--- src/tlim_pkg.sv ---
/*
  constants, state types and linear-format helpers for the temperature
  limit and under-temperature fault response block.
  assumes a 100 MHz core clock; nothing else is needed from outside.
*/
package tlim_pkg;

  // ==========================================================
  // command codes
  localparam logic [7:0] CMD_OT_WARN   = 8'h51; // word
  localparam logic [7:0] CMD_UT_WARN   = 8'h52; // word
  localparam logic [7:0] CMD_UT_FAULT  = 8'h53; // word
  localparam logic [7:0] CMD_UT_ACTION = 8'h54; // byte

  // ==========================================================
  // action byte fields
  localparam int ACT_RESP_HI  = 7;
  localparam int ACT_RESP_LO  = 6;
  localparam int ACT_RETRY_HI = 5;
  localparam int ACT_RETRY_LO = 3;
  localparam int ACT_DELAY_HI = 2;
  localparam int ACT_DELAY_LO = 0;

  localparam logic [1:0] RESP_IGNORE  = 2'h0; // keep running
  localparam logic [1:0] RESP_RUN_DLY = 2'h1; // run, then retry
  localparam logic [1:0] RESP_RETRY   = 2'h2; // off, then retry
  localparam logic [1:0] RESP_HOLD    = 2'h3; // off while present
  localparam logic [2:0] RETRY_NONE    = 3'h0;
  localparam logic [2:0] RETRY_FOREVER = 3'h7;

  // ==========================================================
  // values after reset
  localparam logic [15:0] RST_OT_WARN   = 16'h007d; // +125 C
  localparam logic [15:0] RST_UT_WARN   = 16'h07d8; // -40 C
  localparam logic [15:0] RST_UT_FAULT  = 16'h07d3; // -45 C
  localparam logic [7:0]  RST_UT_ACTION = 8'hc0;    // hold off

  // ==========================================================
  // timing
  localparam int CLK_HZ        = 100_000_000;
  localparam int RETRY_UNIT_MS = 32;
  localparam int RUN_UNIT_MS   = 80;
  localparam int RETRY_UNIT_CYCLES = RETRY_UNIT_MS * (CLK_HZ / 1000);
  localparam int RUN_UNIT_CYCLES   = RUN_UNIT_MS * (CLK_HZ / 1000);
  localparam int CYC_W = 24; // holds 8,000,000

  // ==========================================================
  // response sequencer states
  typedef enum logic [2:0] {
    ST_RUN,       // normal, no response running
    ST_IGNORE,    // fault present, ignored
    ST_RUN_DELAY, // still regulating, delay running
    ST_RETRY,     // output off, waiting for next attempt
    ST_HOLD,      // off until the fault goes away
    ST_LATCHED    // off until faults are cleared
  } fsm_t;

  // ==========================================================
  // linear word to signed fixed point, 16 fraction bits
  function automatic logic signed [47:0] linear_to_fixed(
    input logic [15:0] v
  );
    logic signed [47:0] m;
    m = 48'(signed'(v[10:0])) <<< 16;
    if (v[15]) begin
      linear_to_fixed = m >>> ({1'b0, ~v[14:11]} + 5'h01);
    end else begin
      linear_to_fixed = m <<< v[14:11];
    end
  endfunction : linear_to_fixed

  // a below b, both in linear format
  function automatic logic lin_below(
    input logic [15:0] a,
    input logic [15:0] b
  );
    lin_below = linear_to_fixed(a) < linear_to_fixed(b);
  endfunction : lin_below

endpackage : tlim_pkg

--- src/temp_limit_fault_response.sv ---
/*
  temperature thresholds and under-temperature fault response.
  holds the three limit words and the action byte behind a decoded
  command port, compares the temperature and sequences the output.
  assumes the serial front end decodes each transfer into one
  command pulse, and temperature arrives on this clock.
*/
`timescale 1ns/1ps
module temp_limit_fault_response #(
  parameter int RETRY_UNIT_CYCLES = tlim_pkg::RETRY_UNIT_CYCLES,
  parameter int RUN_UNIT_CYCLES   = tlim_pkg::RUN_UNIT_CYCLES
) (
  input  wire logic        clk_in,          // core clock
  input  wire logic        resetn_in,       // async reset
  input  wire logic        cmd_valid_in,    // transfer pulse
  input  wire logic [7:0]  cmd_code_in,     // command code
  input  wire logic        cmd_write_in,    // 1 write, 0 read
  input  wire logic        cmd_word_in,     // 1 word, 0 byte
  input  wire logic [15:0] cmd_wdata_in,    // write data
  output logic             cmd_ack_out,     // accepted pulse
  output logic             cmd_nack_out,    // refused pulse
  output logic [15:0]      cmd_rdata_out,   // read data
  input  wire logic [15:0] temp_in,         // linear temperature
  input  wire logic        enable_cmd_in,   // output commanded on
  input  wire logic        other_fault_in,  // shutdown by others
  input  wire logic        fault_clear_in,  // clear faults pulse
  output logic             output_enable_out, // regulate
  output logic             alert_out_n,     // alert, low active
  output logic             ut_fault_out,    // status: fault
  output logic             ut_warn_out,     // status: low warn
  output logic             ot_warn_out      // status: high warn
);

  // ==========================================================
  // state
  typedef struct packed {
    logic [15:0]    ot_warn;  // over-temp warning limit
    logic [15:0]    ut_warn;  // under-temp warning limit
    logic [15:0]    ut_fault; // under-temp fault limit
    logic [7:0]     action;   // response byte
    logic [15:0]    rdata;    // read data
    logic           ack;      // accepted pulse
    logic           nack;     // refused pulse
    tlim_pkg::fsm_t fsm;      // sequencer
    logic [2:0]     tries;    // failed attempts so far
    logic           out_en;   // output enable
  } top_state_t;

  top_state_t s;      // registered copy
  top_state_t next_s; // next value

  // ==========================================================
  // action fields and comparisons
  logic [1:0] resp;       // response code
  logic [2:0] retry;      // retry setting
  logic [2:0] delay;      // delay units
  logic       fault_now;  // below fault limit
  logic       low_warn;   // below warning limit
  logic       high_warn;  // above warning limit
  logic       tmr_start;  // load the timer
  logic       tmr_cancel; // stop the timer
  logic       tmr_done;   // timer end pulse
  logic [tlim_pkg::CYC_W-1:0] unit_cycles; // unit length
  logic [2:0] flags;      // sticky status
  logic       cmd_ok;     // code and size agree

  assign resp  = s.action[tlim_pkg::ACT_RESP_HI:tlim_pkg::ACT_RESP_LO];
  assign retry = s.action[tlim_pkg::ACT_RETRY_HI:tlim_pkg::ACT_RETRY_LO];
  assign delay = s.action[tlim_pkg::ACT_DELAY_HI:tlim_pkg::ACT_DELAY_LO];

  // fault below its limit; warnings never touch the output
  assign fault_now = tlim_pkg::lin_below(temp_in, s.ut_fault);
  assign low_warn  = tlim_pkg::lin_below(temp_in, s.ut_warn);
  assign high_warn = tlim_pkg::lin_below(s.ot_warn, temp_in);

  // ==========================================================
  // command decode: thresholds by word, action by byte
  always_comb begin
    unique case (cmd_code_in)
      tlim_pkg::CMD_OT_WARN,
      tlim_pkg::CMD_UT_WARN,
      tlim_pkg::CMD_UT_FAULT:  cmd_ok = cmd_word_in;
      tlim_pkg::CMD_UT_ACTION: cmd_ok = !cmd_word_in;
      default:                 cmd_ok = 1'b0;
    endcase
  end

  // ==========================================================
  // run-on delay uses the long unit, attempt spacing the short one
  always_comb begin
    if (next_s.fsm == tlim_pkg::ST_RUN_DELAY) begin
      unit_cycles = tlim_pkg::CYC_W'(RUN_UNIT_CYCLES);
    end else begin
      unit_cycles = tlim_pkg::CYC_W'(RETRY_UNIT_CYCLES);
    end
  end

  // ==========================================================
  // registers, read data and the response sequencer
  always_comb begin
    next_s      = s;
    next_s.ack  = 1'b0;
    next_s.nack = 1'b0;
    tmr_start   = 1'b0;
    tmr_cancel  = 1'b0;

    // command port: answer on the edge after the pulse
    if (cmd_valid_in) begin
      next_s.ack  = cmd_ok;
      next_s.nack = !cmd_ok;
      if (cmd_ok && cmd_write_in) begin
        unique case (cmd_code_in)
          tlim_pkg::CMD_OT_WARN:  next_s.ot_warn  = cmd_wdata_in;
          tlim_pkg::CMD_UT_WARN:  next_s.ut_warn  = cmd_wdata_in;
          tlim_pkg::CMD_UT_FAULT: next_s.ut_fault = cmd_wdata_in;
          default: next_s.action = cmd_wdata_in[7:0];
        endcase
      end else if (cmd_ok) begin
        unique case (cmd_code_in)
          tlim_pkg::CMD_OT_WARN:  next_s.rdata = s.ot_warn;
          tlim_pkg::CMD_UT_WARN:  next_s.rdata = s.ut_warn;
          tlim_pkg::CMD_UT_FAULT: next_s.rdata = s.ut_fault;
          default: next_s.rdata = {8'h00, s.action};
        endcase
      end
    end

    // sequencer
    unique case (s.fsm)
      tlim_pkg::ST_RUN: begin
        // a disabled output has nothing to respond with
        if (fault_now && enable_cmd_in) begin
          unique case (resp)
            tlim_pkg::RESP_IGNORE: begin
              next_s.fsm = tlim_pkg::ST_IGNORE;
            end
            tlim_pkg::RESP_RUN_DLY: begin
              next_s.fsm = tlim_pkg::ST_RUN_DELAY;
              tmr_start  = 1'b1;
            end
            tlim_pkg::RESP_RETRY: begin
              next_s.tries = 3'h0;
              if (retry == tlim_pkg::RETRY_NONE) begin
                next_s.fsm = tlim_pkg::ST_LATCHED;
              end else begin
                next_s.fsm = tlim_pkg::ST_RETRY;
                tmr_start  = 1'b1;
              end
            end
            default: begin
              next_s.fsm = tlim_pkg::ST_HOLD;
            end
          endcase
        end
      end
      tlim_pkg::ST_IGNORE: begin
        if (!fault_now) begin
          next_s.fsm = tlim_pkg::ST_RUN;
        end
      end
      tlim_pkg::ST_RUN_DELAY: begin
        // still regulating; decide when the delay ends
        if (tmr_done) begin
          next_s.tries = 3'h0;
          if (!fault_now) begin
            next_s.fsm = tlim_pkg::ST_RUN;
          end else if (retry == tlim_pkg::RETRY_NONE) begin
            next_s.fsm = tlim_pkg::ST_LATCHED;
          end else begin
            next_s.fsm = tlim_pkg::ST_RETRY;
            tmr_start  = 1'b1;
          end
        end
      end
      tlim_pkg::ST_RETRY: begin
        // an attempt succeeds if the fault has gone at its start
        if (tmr_done) begin
          if (!fault_now) begin
            next_s.fsm = tlim_pkg::ST_RUN;
          end else if (retry == tlim_pkg::RETRY_FOREVER) begin
            tmr_start = 1'b1;
          end else if (s.tries + 3'h1 >= retry) begin
            next_s.fsm = tlim_pkg::ST_LATCHED;
          end else begin
            next_s.tries = s.tries + 3'h1;
            tmr_start    = 1'b1;
          end
        end
        // commanding the output off ends the retries
        if (!enable_cmd_in) begin
          next_s.fsm = tlim_pkg::ST_RUN;
          tmr_cancel = 1'b1;
        end
      end
      tlim_pkg::ST_HOLD: begin
        if (!fault_now) begin
          next_s.fsm = tlim_pkg::ST_RUN;
        end
      end
      tlim_pkg::ST_LATCHED: begin
        if (fault_clear_in) begin
          next_s.fsm = tlim_pkg::ST_RUN;
        end
      end
    endcase

    // another fault's shutdown overrides everything
    if (other_fault_in) begin
      next_s.fsm = tlim_pkg::ST_LATCHED;
      tmr_cancel = 1'b1;
      tmr_start  = 1'b0;
    end

    // output is on only in the regulating states
    next_s.out_en = enable_cmd_in &&
                    (next_s.fsm == tlim_pkg::ST_RUN ||
                     next_s.fsm == tlim_pkg::ST_IGNORE ||
                     next_s.fsm == tlim_pkg::ST_RUN_DELAY);
  end

  // register
  always_ff @(posedge clk_in or negedge resetn_in) begin
    if (!resetn_in) begin
      s          <= '0;
      s.ot_warn  <= tlim_pkg::RST_OT_WARN;
      s.ut_warn  <= tlim_pkg::RST_UT_WARN;
      s.ut_fault <= tlim_pkg::RST_UT_FAULT;
      s.action   <= tlim_pkg::RST_UT_ACTION;
      s.fsm      <= tlim_pkg::ST_RUN;
    end else begin
      s <= next_s;
    end
  end

  // ==========================================================
  // delay and spacing timer
  unit_timer u_timer (
    .clk_in         (clk_in),
    .resetn_in      (resetn_in),
    .start_in       (tmr_start),
    .cancel_in      (tmr_cancel),
    .units_in       (delay),
    .unit_cycles_in (unit_cycles),
    .done_out       (tmr_done)
  );

  // ==========================================================
  // status flags: bit 0 fault, 1 low warn, 2 high warn
  sticky_flags u_flags (
    .clk_in    (clk_in),
    .resetn_in (resetn_in),
    .set_in    ({high_warn, low_warn, fault_now}),
    .clear_in  (fault_clear_in),
    .flags_out (flags)
  );

  // ==========================================================
  // outputs
  assign cmd_ack_out       = s.ack;
  assign cmd_nack_out      = s.nack;
  assign cmd_rdata_out     = s.rdata;
  assign output_enable_out = s.out_en;
  assign ut_fault_out      = flags[0];
  assign ut_warn_out       = flags[1];
  assign ot_warn_out       = flags[2];
  assign alert_out_n       = !flags[0];

  // ==========================================================
  // checks
  AST_ALERT_ON_FAULT: assert property (
    @(posedge clk_in) disable iff (!resetn_in)
    fault_now |=> (!alert_out_n && ut_fault_out)
  ) else $error("alert not low after fault");

  AST_IGNORE_RUNS: assert property (
    @(posedge clk_in) disable iff (!resetn_in)
    (s.fsm == tlim_pkg::ST_RUN && fault_now && enable_cmd_in &&
     resp == tlim_pkg::RESP_IGNORE && !other_fault_in)
    |=> output_enable_out
  ) else $error("ignored fault stopped output");

  AST_RUN_DELAY_ON: assert property (
    @(posedge clk_in) disable iff (!resetn_in)
    (s.fsm == tlim_pkg::ST_RUN_DELAY && enable_cmd_in &&
     !tmr_done && !other_fault_in) |=> output_enable_out
  ) else $error("output dropped during run-on delay");

  AST_DISABLE_NOW: assert property (
    @(posedge clk_in) disable iff (!resetn_in)
    (s.fsm == tlim_pkg::ST_RUN && fault_now && enable_cmd_in &&
     resp == tlim_pkg::RESP_RETRY) |=> !output_enable_out
  ) else $error("output not disabled at once");

  AST_HOLD_RESUME: assert property (
    @(posedge clk_in) disable iff (!resetn_in)
    (s.fsm == tlim_pkg::ST_HOLD && !fault_now && enable_cmd_in &&
     !other_fault_in) |=> output_enable_out
  ) else $error("output did not resume after fault");

  AST_LATCH_STAYS: assert property (
    @(posedge clk_in) disable iff (!resetn_in)
    (s.fsm == tlim_pkg::ST_LATCHED && !fault_clear_in)
    |=> (s.fsm == tlim_pkg::ST_LATCHED && !output_enable_out)
  ) else $error("latched off left without clear");

  AST_TRY_LIMIT: assert property (
    @(posedge clk_in) disable iff (!resetn_in)
    (s.fsm == tlim_pkg::ST_RETRY &&
     retry != tlim_pkg::RETRY_FOREVER) |-> (s.tries < retry)
  ) else $error("more attempts than the retry setting");

  AST_FOREVER: assert property (
    @(posedge clk_in) disable iff (!resetn_in)
    (s.fsm == tlim_pkg::ST_RETRY && tmr_done && fault_now &&
     retry == tlim_pkg::RETRY_FOREVER && enable_cmd_in &&
     !other_fault_in) |=> (s.fsm == tlim_pkg::ST_RETRY)
  ) else $error("continuous retry stopped");

  AST_WORD_WRITE: assert property (
    @(posedge clk_in) disable iff (!resetn_in)
    (cmd_valid_in && cmd_write_in && cmd_word_in &&
     cmd_code_in == tlim_pkg::CMD_UT_FAULT)
    |=> (s.ut_fault == $past(cmd_wdata_in) && cmd_ack_out)
  ) else $error("fault limit write lost");

  AST_SIZE_REFUSED: assert property (
    @(posedge clk_in) disable iff (!resetn_in)
    (cmd_valid_in && cmd_word_in &&
     cmd_code_in == tlim_pkg::CMD_UT_ACTION) |=> cmd_nack_out
  ) else $error("word transfer to byte command taken");

endmodule : temp_limit_fault_response

--- src/unit_timer.sv ---
/*
  counts a number of delay units, each a given number of clocks.
  assumes start and cancel come from logic on the same clock.
*/
`timescale 1ns/1ps
module unit_timer (
  input  wire logic                   clk_in,         // core clock
  input  wire logic                   resetn_in,      // async reset
  input  wire logic                   start_in,       // load and run
  input  wire logic                   cancel_in,      // abort count
  input  wire logic [2:0]             units_in,       // unit count
  input  wire logic [tlim_pkg::CYC_W-1:0] unit_cycles_in, // per unit
  output logic                        done_out        // end pulse
);

  // ==========================================================
  // state
  typedef struct packed {
    logic                       busy;  // counting
    logic [2:0]                 left;  // units still to run
    logic [tlim_pkg::CYC_W-1:0] cyc;   // clocks left in unit
    logic                       done;  // end pulse
  } tmr_state_t;

  tmr_state_t s;      // registered copy
  tmr_state_t next_s; // next value

  // ==========================================================
  // next state; zero units ends on the next edge
  always_comb begin
    next_s      = s;
    next_s.done = 1'b0;
    if (cancel_in) begin
      next_s.busy = 1'b0;
    end else if (start_in) begin
      next_s.busy = (units_in != 3'h0);
      next_s.done = (units_in == 3'h0);
      next_s.left = units_in;
      next_s.cyc  = unit_cycles_in - 1'b1;
    end else if (s.busy) begin
      if (s.cyc != '0) begin
        next_s.cyc = s.cyc - 1'b1;
      end else if (s.left == 3'h1) begin
        next_s.busy = 1'b0;
        next_s.done = 1'b1;
      end else begin
        next_s.left = s.left - 3'h1;
        next_s.cyc  = unit_cycles_in - 1'b1;
      end
    end
  end

  // register
  always_ff @(posedge clk_in or negedge resetn_in) begin
    if (!resetn_in) begin
      s <= '0;
    end else begin
      s <= next_s;
    end
  end

  assign done_out = s.done;

endmodule : unit_timer

--- src/sticky_flags.sv ---
/*
  three sticky status flags: set by events, cleared by one pulse.
  assumes set and clear come from logic on the same clock.
*/
`timescale 1ns/1ps
module sticky_flags (
  input  wire logic       clk_in,    // core clock
  input  wire logic       resetn_in, // async reset
  input  wire logic [2:0] set_in,    // event levels
  input  wire logic       clear_in,  // clear all
  output logic [2:0]      flags_out  // held flags
);

  // ==========================================================
  // state
  typedef struct packed {
    logic [2:0] flags; // held events
  } flg_state_t;

  flg_state_t s;      // registered copy
  flg_state_t next_s; // next value

  // set beats clear so no event is lost in the clear cycle
  always_comb begin
    next_s = s;
    if (clear_in) begin
      next_s.flags = 3'h0;
    end
    next_s.flags = next_s.flags | set_in;
  end

  always_ff @(posedge clk_in or negedge resetn_in) begin
    if (!resetn_in) begin
      s <= '0;
    end else begin
      s <= next_s;
    end
  end

  assign flags_out = s.flags;

endmodule : sticky_flags

--- config.mk ---
export PLATFORM = sky130hd
export DESIGN_NAME = temp_limit_fault_response
export DESIGN_NICKNAME = d
export VERILOG_FILES = /design/src/tlim_pkg.sv /design/src/temp_limit_fault_response.sv /design/src/unit_timer.sv /design/src/sticky_flags.sv
export SDC_FILE = /design/constraint.sdc
export NUM_CORES = 1
export LEC_CHECK = 0
export BUFFER_PORTS_ARGS = -buffer_cell sky130_fd_sc_hd__buf_2
export CORE_MARGIN = 2
export CORE_UTILIZATION = 40
export CTS_BUF_LIST = sky130_fd_sc_hd__clkbuf_4
export CTS_CLUSTER_SIZE = 12
export DETAILED_ROUTE_END_ITERATION = 12
export GPL_TIMING_DRIVEN = 0
export PLACE_DENSITY_LB_ADDON = 0.08
export REMOVE_ABC_BUFFERS = 1
export SLEW_MARGIN = 20
export SYNTH_ARGS = -nofsm -noshare
export SYNTH_HDL_FRONTEND = slang
export SYNTH_SLANG_ARGS = --single-unit
export TNS_END_PERCENT = 20
--- constraint.sdc ---
create_clock -name clk_in -period 6.3 [get_ports clk_in]
set_clock_uncertainty 0.15 [all_clocks]
set_input_delay 1.26 -clock clk_in [delete_from_list [all_inputs] [get_ports clk_in]]
set_output_delay 1.26 -clock clk_in [all_outputs]
set_load 0.005 [all_outputs]
== Word-level counts from Yosys, hierarchy flattened ==
Cells that the tools add are included.

* Add/sub/neg operators: 8
* Order comparisons: 4
* Eq/ne operators: 25
* Shifts and indexed selects: 8
* Multiplexer cells: 51
* Bitwise operators: 8
* Reduce and logical (&&, ||, !) cells: 27

{| class="wikitable"
|+ Operators by type and width
! kind !! count
|-
| $mux 48 || 4
|-
| $sshl 27x4->48 || 4
|-
| $sshr 27x5->48 || 4
|-
| $lt 48x48->1 || 3
|-
| $mux 29 || 2
|-
| $pmux 16 s3 || 1
|-
| $mux 3 || 12
|-
| $eq 8x7->1 const B || 4
|-
| $mux 27 || 1
|-
| $mux 24 || 1
|-
| $mux 6 || 4
|-
| $reduce_bool 24->1 || 1
|-
| $sub 23x1->24 const B || 1
|-
| $sub 24x1->24 const B || 1
|-
| $mux 23 || 1
|-
| $add 4x1->5 const B || 4
|-
| $pmux 3 s3 || 2
|-
| $reduce_and 3->1 || 6
|-
| $mux 1 || 17
|-
| $not 4->4 || 4
|-
| $pmux 3 s5 || 1
|-
| $logic_not 3->1 || 4
|-
| $ne 2x2->1 const B || 6
|-
| $eq 3x1->1 const B || 3
|-
| other kinds (25) || 40
|}

* Flip-flop bits (word level): 113
* Word-level logic and storage cells: 146

== Longest topological paths before layout ==
* Word-level depth: 18
* Mapped depth: 27
* Depth with buffers taken out: 21

== Hierarchy ==
From an unflattened synthesis, not the netlist that was laid out.

* Cell total of the unflattened synthesis: 2,193
* Area, all modules: 16,189.3 µm²

{| class="wikitable"
|+ Modules (own cells, without submodules)
! module !! times used !! cells each !! area an instance (µm²) !! seq. area each (µm²)
|-
| temp_limit_fault_response || 1 || 1,887 || 13,681.9 || 2,055.7
|-
| unit_timer || 1 || 299 || 2,406.1 || 725.7
|-
| sticky_flags || 1 || 7 || 101.3 || 75.1
|}

== Least setup slack after synthesis ==
No wires, ideal clock.

* Path type: in2reg
* Start point: in temp_in[12]
* End point: reg u_timer.s[19] in the netlist's numbering
* Arrival time: 5.911 ns
* Required time: 6.070 ns
* Slack: 0.159 ns
* Cell stages on the path: 23
* Buffers on the path: 3
* Cells stage by stage: clkbuf_1 clkinv_1 ha_1 clkbuf_1 clkbuf_1 o21ai_0 nor2_1 nor2_1 nor3_1 nor2_1 a21oi_1 inv_1 ha_1 a21o_1 a211o_1 o221ai_1 a31oi_1 o21ai_0 nand4b_1 a21oi_2 nand3_1 or4_1 a21oi_1

* Word-level cells in the longest chain between the ends: 17

{| class="wikitable"
|+ Ends and longest elaborated chain
! item !! RTL line !! text
|-
| start, declared || temp_limit_fault_response.sv:23 || <nowiki>input wire logic [15:0] temp_in,</nowiki>
|-
| $not 4->4 || tlim_pkg.sv:66 || <nowiki>linear_to_fixed = m >>> ({1'b0, ~v[14:11]} + 5'h01);</nowiki>
|-
| $add 4x1->5 || tlim_pkg.sv:66 ||
|-
| $sshr 27x5->48 || tlim_pkg.sv:66 ||
|-
| $mux 48 * || tlim_pkg.sv:65 || <nowiki>if (v[15]) begin</nowiki>
|-
| $lt 48x48->1 * || tlim_pkg.sv:77 || <nowiki>lin_below = linear_to_fixed(a) < linear_to_fixed(b);</nowiki>
|-
| $mux 3 || temp_limit_fault_response.sv:178 || <nowiki>if (!fault_now) begin</nowiki>
|-
| $mux 6 || temp_limit_fault_response.sv:177 || <nowiki>if (tmr_done) begin</nowiki>
|-
| $mux 3 || temp_limit_fault_response.sv:190 || <nowiki>if (!enable_cmd_in) begin</nowiki>
|-
| $pmux 3 s5 || temp_limit_fault_response.sv:129 || <nowiki>unique case (s.fsm)</nowiki>
|-
| $mux 3 || temp_limit_fault_response.sv:208 || <nowiki>if (other_fault_in) begin</nowiki>
|-
| $eq 3x2->1 || temp_limit_fault_response.sv:91 || <nowiki>if (next_s.fsm == tlim_pkg::ST_RUN_DELAY) begin</nowiki>
|-
| $mux 23 || temp_limit_fault_response.sv:91 ||
|-
| $sub 23x1->24 || unit_timer.sv:39, unit_timer.sv:48 ||
|-
| $mux 27 || unit_timer.sv:43 || <nowiki>end else if (s.left == 3'h1) begin</nowiki>
|-
| $mux 24 || unit_timer.sv:41 || <nowiki>if (s.cyc != '0) begin</nowiki>
|-
| $mux 29 || unit_timer.sv:40 || <nowiki>end else if (s.busy) begin</nowiki>
|-
| $mux 29 || unit_timer.sv:35 || <nowiki>end else if (start_in) begin</nowiki>
|-
| end signal, assigned || unit_timer.sv:58 || <nowiki>s <= next_s;</nowiki>
|-
| end, declared || unit_timer.sv:25 || <nowiki>tmr_state_t s;</nowiki>
|}

Mark *: on every way between the ends. The rest lies on a longest branch, timed or not. The select of a mux whose other input is x is not followed.
A chain may end at the register's enable or synchronous reset.

== Final worst setup path ==
* Start point: in temp_in[13]
* End point: reg u_timer.s[18] in the netlist's numbering

Same word-level chain as after synthesis.

==> results_dict.tcl <==
set metrics [dict create \
    remaining_drc_errors 0 \
    max_slew_margin_pct 25.0 \
    synth_top_area_share_pct 14.8 \
    rows 71 \
    maxSlewViolCount 0 \
    crit_family "simple AND/OR/NAND/NOR gates" \
    postCtsHoldBufs 0 \
    layout_commonest_cell "nand2_1" \
    gp_congestion 0.944 \
    endpoint "u_timer.s[18]" \
    arrival_ns 6.44 \
    clockBufferDepth 2 \
    setup_violations 0 \
    core_mm2 0.0376 \
    mostFrequentLayoutCells "251 x nand2_1, 206 x nor2_1, 195 x a21oi_1" \
    area_growth_pct 6.10 \
    reg2reg_slack_ns 0.38 \
    rsz0062_at_grt "no" \
    synth-simple-area-share_pct 21.8 \
    period_share_pct 97.2 \
    wl_per_cell_um 20.4 \
    cts_buffers 17 \
    drtIter0Drc 1240 \
    grt_pass1_wl_um 79800 \
    multi_input_area_mm2 0.0115 \
    via_per_inst 6.00 \
    drive_gt1_share_pct 14.1 \
    ys_seq_elements 113 \
    grtUsageTotal_pct 26.0 \
    crit_buf_inv 1 \
    netlist_area_mm2 0.0152 \
    dieArea_mm2 0.0396 \
    synth-xor-area-share_pct 1.84 \
    synth_cells 2084 \
    hold_viol_final 0 \
    antenna_found_initial 2 \
    maxCapViolations 0 \
    grt-ovfl-total 0 \
    regToRegEndpoint "u_timer.s[18]" \
    worstMarginPinSlew_ns 1.12 \
    holdWs_ns 0.344 \
    synth_fa_ha_area_share_pct 11.4 \
    worst-path-stages 16 \
    grt_max_degree 67 \
    status "finished, final reports clean" \
    vias 15300 \
    hpwl_um 40200 \
    synth_warnings 0 \
    ys_seq_area_share_pct 18.8 \
    start_util_pct 40.5 \
    die_w_um 199 \
    p_leak_nw 6.94 \
    r2r-start "s[44]" \
    chipHeight_um 199 \
    slowest_delay_ns 0.72 \
    total_power_mw 1.87 \
    cp_common_cell "or3_1" \
    fillers 3977 \
    synth-edff-count 0 \
    cts.clk_slew.worst_paths_ns 0.13 \
    period_needed_ns 6.12 \
    drt-total-wl_um 52100 \
    cp_max_fo 33 \
    r2r_cells 21 \
    synth.top_cells.by_area "dfrtp_1 15%, ha_1 11%, a21oi_1 6.5%" \
    clk_latency_ns 0.53 \
    p_per_area_mw_per_mm2 116 \
    endpoint_kind "flip-flop" \
    path_class "primary input to flip-flop" \
    synth-compound-area-share_pct 26.9 \
    synth_top_family_by_area "compound AO/OA/AOI/OAI gates" \
    syn_avg_cell_area_um2 7.30 \
    cpMaxStageDelayCell "a31oi_1" \
    synth_flop_cell "dfrtp_1" \
    synthMuxAreaShare_pct 12.8 \
    async_reset_ff_share_pct 100 \
    regArea_mm2 0.00287 \
    ant_nets 0 \
    ioPinCount 71 \
    cp-startpoint "temp_in[13]" \
    grt_pass1_vias 14100 \
    portBuffers 70 \
    cp_cell_sequence "buf_2 > or4_1 > and2_2 > or3_1 > a31oi_1 > ha_1 > nand2_1 > or3_1 > or2_2 > a311oi_2 > nor3_2 > and3b_1 > a2111o_1 > a211o_1 > o21bai_2 > a22o_1" \
    dr.pass1.iters 6 \
    min_path_type "flip-flop to flip-flop" \
    ir_drop_v 0.000101 \
    worstPathRequired_ns 6.62 \
    fmax_mhz 163 \
    final_nets 2207 \
    startpoint_type "primary input" \
    cts_sinks 113 \
    cts_tree "done" \
    htree_levels 4 \
    yosysTopAreaCell "dfrtp_1" \
    ys_types 75 \
    clock_tree.root_cell "clkbuf_4" \
]
-- worst register-to-register path, stage by stage (launching register included) --
cell and delay, ns:
dfrtp_4 0.64, inv_1 0.32, ha_4 0.49, nor2b_1 0.09, a211oi_1 0.24, a21oi_1 0.13, nand2_1 0.10, o21ai_0 0.11
o21ai_0 0.27, a21oi_1 0.11, a21oi_1 0.22, ha_1 0.28, a21o_1 0.18, a211o_1 0.29, o221ai_1 0.29, a31oi_4 0.19
nor3_1 0.32, and3b_1 0.30, a2111o_1 0.40, a211o_1 0.41, o21bai_2 0.20, a22o_1 0.16
-- registers in the layout, indices dropped and copies added (netlist names) --
name               count
retry                  3
s                     54
delay                  3
u_timer.done_out       1
u_flags.flags_out      3
output_enable_out      1
u_timer.s             28
resp                   2
cmd_rdata_out         16
cmd_nack_out           1
cmd_ack_out            1
-- cell usage after synthesis, types with 19 or more instances --
library cell,n
a21o_1,46
a21oi_1,196
a22oi_1,31
a31oi_1,28
clkbuf_1,127
dfrtp_1,90
dfstp_2,23
ha_1,138
inv_1,74
mux2_2,73
mux2i_1,70
mux4_2,19
nand2_1,252
nand2b_1,32
nand3_1,43
nand4_1,24
nor2_1,207
nor2b_1,37
nor3_1,58
o211ai_1,20
o21a_1,21
o21ai_0,195
o22ai_1,27
xnor2_1,19
-- worst min-delay path by stage --
stage / start / end / slack [ns] / depth (start not counted)
finish: cmd_rdata_out[15] / cmd_rdata_out[15] / 0.34 / 2
global route: cmd_rdata_out[15] / cmd_rdata_out[15] / 0.36 / 2
CTS: cmd_rdata_out[15] / cmd_rdata_out[15] / 0.35 / 2
detailed placement: cmd_rdata_out[15] / cmd_rdata_out[15] / 0.32 / 2
global placement: cmd_rdata_out[5] / cmd_rdata_out[5] / 0.31 / 2
floorplan: s[2] / s[2] / 0.32 / 2
-- per-stage QoR --
| stage | cells | cell area, um2 | util (%) | setup slack [ns] | setup TNS [ns] |
|---|---|---|---|---|---|
| after floorplan | 1920 | 14500 | - | 0.160 | 0 |
| after global placement | 2501 | 15500 | 41.2 | -2.44 | -66.18 |
| after detailed placement | 2506 | 15600 | 41.6 | -1.87 | -45.77 |
| after CTS | 2540 | 16000 | 42.5 | 0.0202 | 0 |
| after global routing | 2546 | 16100 | 42.9 | 0.00997 | 0 |
| final | 2547 | 16100 | 42.9 | 0.179 | 0 |
-- cell families (layout without fill, tap and decap cells) --
kind of cell / after synthesis / after routing
fa+ha+maj: 138 / 138
buf+inv: 242 / 192
simple gates: 726 / 726
mux: 162 / 162
other cells: 0 / 2
flops: 113 / 113
compound gates: 671 / 671
xor+xnor: 32 / 32
-- power by group --
group	leakage, nW	internal, mW	switching [mW]
combinational	5.42	0.208	0.335
sequential	1.38	0.748	0.0323
clock	0.137	0.207	0.335
-- metal layers --
layer,part of all wire [%],GRT usage [%]
met1,46,36.1
met4,3.4,8.51
met2,45,41.7
met3,4.8,3.26
met5,0.021,0
-- layout make-up --
type                       instances  share of cell area [%]
multi-input combinational       1729                    71.6
clock buffer                      17                   0.791
inverter                          78                    1.82
sequential                       113                    17.8
tap                              511                    3.96
timing repair buffer              82                    3.11
clock inverter                    15                   0.931
antenna                            2                  0.0310
-- repair_timing --
action	in CTS	in global routing
setup endpoints to repair	30	29
pin swaps	1	3
buffers inserted	2	5
resized for setup	13	19
(Power assumes the default switching activity.)
